==> config.mk <==
export PLATFORM = sky130hd
export DESIGN_NAME = cep_event_logic
export DESIGN_NICKNAME = d
export VERILOG_FILES = /design/src/rtl/cep_pkg.sv /design/src/rtl/cep_edge.sv /design/src/rtl/cep_event_logic.sv
export SDC_FILE = /design/constraint.sdc
export NUM_CORES = 1
export LEC_CHECK = 0
export BUFFER_PORTS_ARGS = -buffer_cell sky130_fd_sc_hd__buf_4
export CORE_MARGIN = 2
export CORE_UTILIZATION = 38
export CTS_CLUSTER_SIZE = 24
export DETAILED_ROUTE_END_ITERATION = 10
export HOLD_SLACK_MARGIN = 0.03
export SLEW_MARGIN = 20
export SYNTH_ARGS = -nofsm -noshare
export SYNTH_HDL_FRONTEND = slang
export SYNTH_HIERARCHICAL = 1
export SYNTH_SLANG_ARGS = --single-unit
==> constraint.sdc <==
create_clock -name hclk -period 1.95 [get_ports hclk]
set_input_delay 0.195 -clock hclk [delete_from_list [all_inputs] [get_ports hclk]]
set_output_delay 0.195 -clock hclk [all_outputs]
set_load 0.02 [all_outputs]
==> src/rtl/cep_pkg.sv <==
/*
  constants for the channel event pending logic: register offsets, event bit positions, reset values.
  assumes a single 100 MHz clock and an ahb-lite register bus with 32-bit word registers.
*/
// Contract
// - set timer pending bit when decrementer msb goes from 0 to 1.
// - timer event with mask set raises status count to 1 and timer status bit.
// - privileged pending-register write clears any pending bit written as zero.
// - set irq mailbox space pending when its count goes from zero to nonzero.
// - irq mailbox space event with mask set raises status count and status bit.
// - set mailbox space pending when outbound mailbox count goes from zero to nonzero.
// - mailbox space event with mask set raises status count and status bit.
// - acknowledge write with mailbox space bit one clears that pending bit.
// - nonzero outbound mailbox count means a write completes without stalling.
// - decrementer keeps counting below zero; reads return negative overrun.
// - writing the decrementer channel loads a fresh count for another timer event.
`default_nettype none
package cep_pkg;
  localparam int unsigned n_events = 3;
  // event bit positions
  localparam int unsigned timer_event_bit         = 0;
  localparam int unsigned irq_mailbox_space_bit   = 1;
  localparam int unsigned mailbox_space_bit       = 2;
  // register byte offsets
  localparam logic [7:0] off_event_mask           = 8'h00;
  localparam logic [7:0] off_event_ack            = 8'h04;
  localparam logic [7:0] off_event_status         = 8'h08;
  localparam logic [7:0] off_pending              = 8'h0c;
  localparam logic [7:0] off_decrementer          = 8'h10;
  localparam logic [7:0] off_status_count         = 8'h14;
  localparam logic [7:0] off_mbox_count           = 8'h18;
  localparam logic [7:0] off_irq_status           = 8'h1c;
  localparam logic [7:0] off_irq_mask             = 8'h20;
  // reset values
  localparam logic [2:0]  mask_reset              = 3'h0;
  localparam logic [31:0] decr_reset              = 32'h0000_0000;
  // interrupt status bits
  localparam int unsigned n_irq                   = 2;
  localparam int unsigned irq_status_bit          = 0;
  localparam int unsigned irq_timer_wrap_bit      = 1;
endpackage
`default_nettype wire
==> src/rtl/cep_edge.sv <==
/*
  per-source zero-to-nonzero / rising edge detector for event sources.
  assumes inputs synchronous to hclk.
*/
`default_nettype none
module cep_edge #(
  parameter int unsigned width = 3
) (
  input  wire logic             hclk,
  input  wire logic             hresetn,
  input  wire logic [width-1:0] level_in,
  output logic      [width-1:0] rise_out
);
  logic [width-1:0] prev_q;

  // remember last level
  always_ff @(posedge hclk or negedge hresetn)
  begin
    if (!hresetn)
      prev_q <= '0;
    else
      prev_q <= level_in;
  end

  // one-cycle pulse on 0 to 1
  assign rise_out = level_in & ~prev_q;
endmodule // cep_edge
`default_nettype wire

==> src/rtl/cep_event_logic.sv <==
/*
  channel event pending logic for three sources: decrementer wrap, irq mailbox space, mailbox space.
  each source keeps its own pending bit; masked-in events also raise status bits and the status count.
  software reaches the event registers and the decrementer over an ahb-lite slave with no wait states.
  assumes an ahb-lite single master with word transfers and outbound mailbox counts from outside.
  assumes the mailbox counts and the privileged update strobe are synchronous to hclk.
  assumes nothing else drives hready while this slave is selected.
*/
`default_nettype none
module cep_event_logic #(
  parameter int unsigned cnt_w = 8
) (
  input  wire logic              hclk,
  input  wire logic              hresetn,
  input  wire logic              hsel,
  input  wire logic [31:0]       haddr,
  input  wire logic [1:0]        htrans,
  input  wire logic              hwrite,
  input  wire logic [2:0]        hsize,
  input  wire logic [31:0]       hwdata,
  input  wire logic              hready,
  output logic      [31:0]       hrdata,
  output logic                   hreadyout,
  output logic                   hresp,
  input  wire logic [cnt_w-1:0]  irq_mbox_count,
  input  wire logic [cnt_w-1:0]  mbox_count,
  input  wire logic              priv_pend_we,
  input  wire logic [2:0]        priv_pend_data,
  output logic                   irq_mbox_write_ok,
  output logic                   mbox_write_ok,
  output logic                   event_pending_any,
  output logic                   irq
);
  // register state
  logic [2:0]  mask_q;
  logic [2:0]  pend_q;
  logic [2:0]  stat_q;
  logic        stat_cnt_q;
  logic [31:0] decr_q;
  logic        decr_msb_q;
  logic [1:0]  istat_q;
  logic [1:0]  imask_q;

  // bus pipeline between address and data phase
  logic        addr_ok;
  logic        wr_q;
  logic [7:0]  addr_q;
  logic        rd_q;
  logic [7:0]  rd_addr_q;

  // event sources, pulses and clears
  logic [2:0]  src_lvl;
  logic [2:0]  src_rise;
  logic [2:0]  ev;
  logic [2:0]  ack_bits;
  logic [2:0]  priv_clr;
  logic        wrap;
  logic        stat_set;
  logic [31:0] decr_next;

  // data-phase write strobes and read side effects
  logic        ack_we;
  logic        mask_we;
  logic        decr_we;
  logic        istat_we;
  logic        imask_we;
  logic        stat_rd;

  // interrupt status terms
  logic [1:0]  istat_set;
  logic [1:0]  istat_clr;

  // read words, zero extended to the bus width
  logic [31:0] rd_mask_w;
  logic [31:0] rd_stat_w;
  logic [31:0] rd_pend_w;
  logic [31:0] rd_cnt_w;
  logic [31:0] rd_mbox_w;
  logic [31:0] rd_istat_w;
  logic [31:0] rd_imask_w;
  logic [31:0] rd_mux_d;

  // a transfer is taken when selected, ready and not idle or busy
  // hready low means an earlier transfer still holds the bus
  assign addr_ok = hsel && hready && htrans[1];

  // bus always ready, always okay; hsize is not decoded, every access is a word
  assign hreadyout = 1'b1;
  assign hresp     = 1'b0;

  // data-phase direction flags, one cycle after the address phase
  always_ff @(posedge hclk or negedge hresetn)
  begin
    if (!hresetn)
    begin
      wr_q <= 1'b0;
      rd_q <= 1'b0;
    end
    else
    begin
      wr_q <= addr_ok && hwrite;
      rd_q <= addr_ok && !hwrite;
    end
  end

  // address held for the data phase; only the low byte is decoded
  always_ff @(posedge hclk or negedge hresetn)
  begin
    if (!hresetn)
    begin
      addr_q    <= 8'h00;
      rd_addr_q <= 8'h00;
    end
    else
    begin
      addr_q    <= haddr[7:0];
      rd_addr_q <= haddr[7:0];
    end
  end

  // data-phase write strobes
  assign mask_we  = wr_q && (addr_q == cep_pkg::off_event_mask);
  assign ack_we   = wr_q && (addr_q == cep_pkg::off_event_ack);
  assign decr_we  = wr_q && (addr_q == cep_pkg::off_decrementer);
  assign istat_we = wr_q && (addr_q == cep_pkg::off_irq_status);
  assign imask_we = wr_q && (addr_q == cep_pkg::off_irq_mask);

  // acknowledge bits only count during an acknowledge write
  assign ack_bits = ack_we ? hwdata[2:0] : 3'h0;
  // privileged update clears every bit written as zero
  assign priv_clr = priv_pend_we ? ~priv_pend_data : 3'h0;
  // reading event status consumes the status count
  assign stat_rd  = rd_q && (rd_addr_q == cep_pkg::off_event_status);

  // next count: runs through zero into negative values
  // after a wrap the count keeps going so software can read how late it is
  assign decr_next = decr_q - 32'h1;

  // decrementer: loads on write, otherwise counts down
  always_ff @(posedge hclk or negedge hresetn)
  begin
    if (!hresetn)
      decr_q <= cep_pkg::decr_reset;
    else if (decr_we)
      decr_q <= hwdata;
    else
      decr_q <= decr_next;
  end

  // previous msb of the count
  always_ff @(posedge hclk or negedge hresetn)
  begin
    if (!hresetn)
      decr_msb_q <= 1'b0;
    else
      decr_msb_q <= decr_q[31];
  end

  // zero to negative crossing of the count; a reload to a positive value never fires
  assign wrap = decr_q[31] && !decr_msb_q;

  // space levels: nonzero count means a write will not stall
  assign irq_mbox_write_ok = (irq_mbox_count != '0);
  assign mbox_write_ok     = (mbox_count != '0);
  // bit 0 is the timer slot and has no level source
  assign src_lvl = {mbox_write_ok, irq_mbox_write_ok, 1'b0};

  // zero-to-nonzero detection for the mailbox sources
  // previous levels reset to zero, the full state, so reset release makes no false edge
  cep_edge #(
    .width (3)
  ) u_edge (
    .hclk     (hclk),
    .hresetn  (hresetn),
    .level_in (src_lvl),
    .rise_out (src_rise)
  );

  // per-source event pulses
  assign ev[cep_pkg::timer_event_bit]       = wrap;
  assign ev[cep_pkg::irq_mailbox_space_bit] = src_rise[cep_pkg::irq_mailbox_space_bit];
  assign ev[cep_pkg::mailbox_space_bit]     = src_rise[cep_pkg::mailbox_space_bit];

  // event mask
  // mask bits gate status bits and status count, never the pending bits
  always_ff @(posedge hclk or negedge hresetn)
  begin
    if (!hresetn)
      mask_q <= cep_pkg::mask_reset;
    else if (mask_we)
      mask_q <= hwdata[2:0];
  end

  // independent pending and status bits per source, set wins over clear
  genvar gi;
  generate
    for (gi = 0; gi < 3; gi++)
    begin : g_ev
      // pending: set by the source, cleared by acknowledge or privileged write
      always_ff @(posedge hclk or negedge hresetn)
      begin
        if (!hresetn)
          pend_q[gi] <= 1'b0;
        else if (ev[gi])
          pend_q[gi] <= 1'b1;
        else if (ack_bits[gi])
          pend_q[gi] <= 1'b0;
        else if (priv_clr[gi])
          pend_q[gi] <= 1'b0;
      end

      // status: set only for an event whose mask bit is one
      always_ff @(posedge hclk or negedge hresetn)
      begin
        if (!hresetn)
          stat_q[gi] <= 1'b0;
        else if (ev[gi] && mask_q[gi])
          stat_q[gi] <= 1'b1;
        else if (ack_bits[gi] || priv_clr[gi])
          stat_q[gi] <= 1'b0;
      end
    end
  endgenerate

  // status count is raised by any masked-in event
  assign stat_set = |(ev & mask_q);

  // event status channel count
  // set wins over the clearing read in the same cycle
  always_ff @(posedge hclk or negedge hresetn)
  begin
    if (!hresetn)
      stat_cnt_q <= 1'b0;
    else if (stat_set)
      stat_cnt_q <= 1'b1;
    else if (stat_rd)
      stat_cnt_q <= 1'b0;
  end

  // interrupt status terms: status count level and wrap pulse set, write one clears
  assign istat_set = {wrap, stat_cnt_q};
  assign istat_clr = istat_we ? hwdata[1:0] : 2'h0;

  // interrupt status: sticky, set wins
  always_ff @(posedge hclk or negedge hresetn)
  begin
    if (!hresetn)
      istat_q <= 2'h0;
    else
      istat_q <= istat_set | (istat_q & ~istat_clr);
  end

  // interrupt mask
  // only enabled interrupt status bits reach the irq pin
  always_ff @(posedge hclk or negedge hresetn)
  begin
    if (!hresetn)
      imask_q <= 2'h0;
    else if (imask_we)
      imask_q <= hwdata[1:0];
  end

  // level interrupt while an unmasked status bit is set
  assign irq               = |(istat_q & imask_q);
  // any source still pending
  assign event_pending_any = |pend_q;

  // read words, unused upper bits read zero
  assign rd_mask_w  = {29'h0, mask_q};
  assign rd_stat_w  = {29'h0, stat_q};
  assign rd_pend_w  = {29'h0, pend_q};
  assign rd_cnt_w   = {31'h0, stat_cnt_q};
  assign rd_mbox_w  = {16'h0, 8'(irq_mbox_count), 8'(mbox_count)};
  assign rd_istat_w = {30'h0, istat_q};
  assign rd_imask_w = {30'h0, imask_q};

  // read select on the address phase offset
  always_comb
  begin
    rd_mux_d = 32'h0000_0000;
    case (haddr[7:0])
      cep_pkg::off_event_mask:   rd_mux_d = rd_mask_w;
      cep_pkg::off_event_status: rd_mux_d = rd_stat_w;
      cep_pkg::off_pending:      rd_mux_d = rd_pend_w;
      cep_pkg::off_decrementer:  rd_mux_d = decr_q;
      cep_pkg::off_status_count: rd_mux_d = rd_cnt_w;
      cep_pkg::off_mbox_count:   rd_mux_d = rd_mbox_w;
      cep_pkg::off_irq_status:   rd_mux_d = rd_istat_w;
      cep_pkg::off_irq_mask:     rd_mux_d = rd_imask_w;
      default:                   rd_mux_d = 32'h0000_0000;
    endcase
  end

  // read data registered at the address phase, so it stands through the data phase
  // hrdata keeps its value until the next read is taken
  always_ff @(posedge hclk or negedge hresetn)
  begin
    if (!hresetn)
      hrdata <= 32'h0000_0000;
    else if (addr_ok && !hwrite)
      hrdata <= rd_mux_d;
  end
endmodule // cep_event_logic
`default_nettype wire

==> impl_metrics.csv <==
group,metric,value,unit
worst_setup_path,start_kind,"register",
sta,clock_skew,0.00390,ns
sta,max_clock_freq,539,MHz
clocking,cts_sinks,91,
pwr,leakage,2.53,nW
floorplanning,coreArea,11400,um2
sta,rsz0062_at_grt,"yes",
logic_synthesis,syn-instance-count,427,
run,maxCapViolCount,0,
detailed_routing,drc,0,
worst_hold_path,min_to,"rd_addr_q[2]",
floorplanning,ioPinCount,132,
worst_setup_path,crit_required,2.18,ns
worst_hold_path,hold_path_class,"in2reg",
grt,grt_max_degree,48,
worst_setup_path,r2r-end,"decr_q[25]",
clocking,path_clk_slew,0.06,ns
pwr,power_density,756,nW/um2
grt,grt_pass1_vias,3703,
grt,grt_usage,0.192,
clocking,numCtsBuffers,9,
detailed_routing,routed_wirelength,11700,um
floorplanning,initial_core_util,0.390,
detailed_routing,vias,3661,
floorplanning,rows,39,
layout,synthToLayoutAreaGrowth,32.9,%
grt,grt.met2_usage,0.305,
sta,fin_crit_sh,0.952,
clocking,htreeDepth,3,
grt,antenna_found_initial,0,
worst_setup_path,crit_fanout,4,
grt,use_met3,0.0475,
placement,io_buffers,101,
worst_hold_path,min_from,"haddr[2]",
worst_setup_path,worstPathArrival,2.08,ns
sta,setup_ws,0.0939,ns
sta,min_period,1.86,ns
worst_setup_path,rr_worst_depth,6,
layout,fin_area,5910,um2
floorplanning,die_w,112,um
worst_setup_path,r2r_slack,0.09,ns
layout,diodes,0,
pwr,fin_total_pwr,4.47,mW
layout,post-route-util,0.518,
detailed_routing,ant_nets,0,
sta,maxSlewViolCount,0,
detailed_routing,avgViaCountPerCell,5.27,
logic_synthesis,avgSynthCellArea,10.4,um2
logic_synthesis,syn_nets,522,
pwr,ir_drop,0.000500,V
clocking,cts_tree,"yes",
worst_hold_path,min_path_cells,1,
detailed_routing,drt_pass1_iterations,4,
grt,use_met1,0.263,
run_status,status,"complete, no violations",
logic_synthesis,ys_warn_count,6,
layout,drive_above_1_share,0.333,
sta,finalSetupViolations,0,
grt,grt_pass1_wl,19100,um
placement,place_congestion,0.857,
clocking,clkLatencyLatePin,0.34,ns
detailed_routing,drtIter0Drc,195,
floorplanning,die_area,12600,um2
clocking,clockRootBuffer,"clkbuf_16",
layout,final_net_count,642,
floorplanning,die_y,112,um
placement,preCtsSetupSlack,0.0139,ns
worst_setup_path,cp-end-kind,"register",
worst_setup_path,r2r-start,"decr_q[16]",
placement,postPlaceCellArea,5500,um2
detailed_routing,wl_per_cell,16.8,um
placement,dp_hpwl,8570,um
worst_setup_path,crit_type,"reg2reg",
logic_synthesis,syn_area,4450,um2
grt,gr-total-overflow,0,
grt,grt.busiest_layer,"met2",
clocking,cts_buffer_depth,2,
sta,hold_violations,0,
==> critical path: stages, from the launching register on <==
cell	delay, ns
dfrtp_1	0.42
nor4_2	0.46
nand3_1	0.24
buf_4	0.21
nor3_1	0.17
xnor2_1	0.17
o21ai_1	0.08
==> worst max-delay path by stage <==
| stage | end | cells past startpoint | slack [ns] | startpoint |
|---|---|---|---|---|
| floorplan | decr_q[26] | 7 | 0.19 | decr_q[0] |
| global placement | decr_q[26] | 7 | 0.05 | decr_q[0] |
| detailed placement | decr_q[26] | 7 | 0.01 | decr_q[0] |
| CTS | decr_q[26] | 7 | 0.06 | decr_q[0] |
| global route | decr_q[25] | 6 | -0.05 | decr_q[16] |
| finish | decr_q[25] | 6 | 0.09 | decr_q[16] |
==> power breakdown <==
part | total (mW) | internal, mW | switching, mW
registers | 2.08 | 1.98 | 0.0966
clock network | 1.80 | 1.09 | 0.706
logic | 0.594 | 0.300 | 0.294
total | 4.47 | 3.37 | 1.10
==> registers in the layout (all words and copies together) (netlist names), 2 cells and up <==
name and flops:
u_edge/prev_q 2, hrdata 32, pend_q 3, decr_q 32, rd_stat_w 3, mask_q 3
imask_q 2, rd_addr_q 8, istat_q 2
==> layer usage <==
layer	up-vias	routed length [um]	share of wire
met5	-	0	0
met4	0	167	0.014
met3	13	778	0.067
met2	117	5440	0.47
met1	1773	5270	0.45
li1	1758	-	-
==> area by class of cell <==
type,count,area [um2]
multi-input combinational,306,2070
clock buffer,12,267
tap,143,179
sequential,91,2280
inverter,6,22.5
timing repair buffer,133,1050
fill,1067,5510
clock inverter,4,47.5
==> what timing repair did <==
item                       in CTS  in global routing
setup buffers                   0                  0
setup endpoints to repair       1                 20
hold buffers                    5                  0
hold endpoints to repair       29                  0
resized for setup               1                  8
==> metrics by stage <==
stage          hold slack (ns)  TNS [ns]  instances
6_report                0.0479         0        695
4_1_cts                 0.0356         0        695
2_1_floorplan           -0.101         0        427
3_3_place_gp             0.135         0        674
3_5_place_dp             0.146         0        674
5_1_grt                 0.0444   -0.0545        695
==> layout by cell type (no fill, tap or decap), types with 3 or more instances in the layout <==
cell / instances
a21o_1: 6
a21oi_1: 5
a22o_1: 20
a22oi_1: 13
and3_1: 3
and3b_1: 3
buf_12: 3
buf_4: 125
clkbuf_16: 9
clkbuf_8: 3
dfrtp_1: 91
dlygate4sd3_1: 5
inv_1: 6
mux2_2: 10
nand2_1: 63
nand2b_1: 3
nand3_1: 5
nor2_1: 11
nor2b_1: 5
nor3_1: 13
nor3_2: 5
nor4_1: 9
nor4_2: 8
nor4_4: 5
o21ai_0: 35
o21ai_1: 13
or2_2: 3
or3_1: 8
xnor2_1: 22
xor2_1: 7
Note: power is estimated with default switching activity, not from simulation.
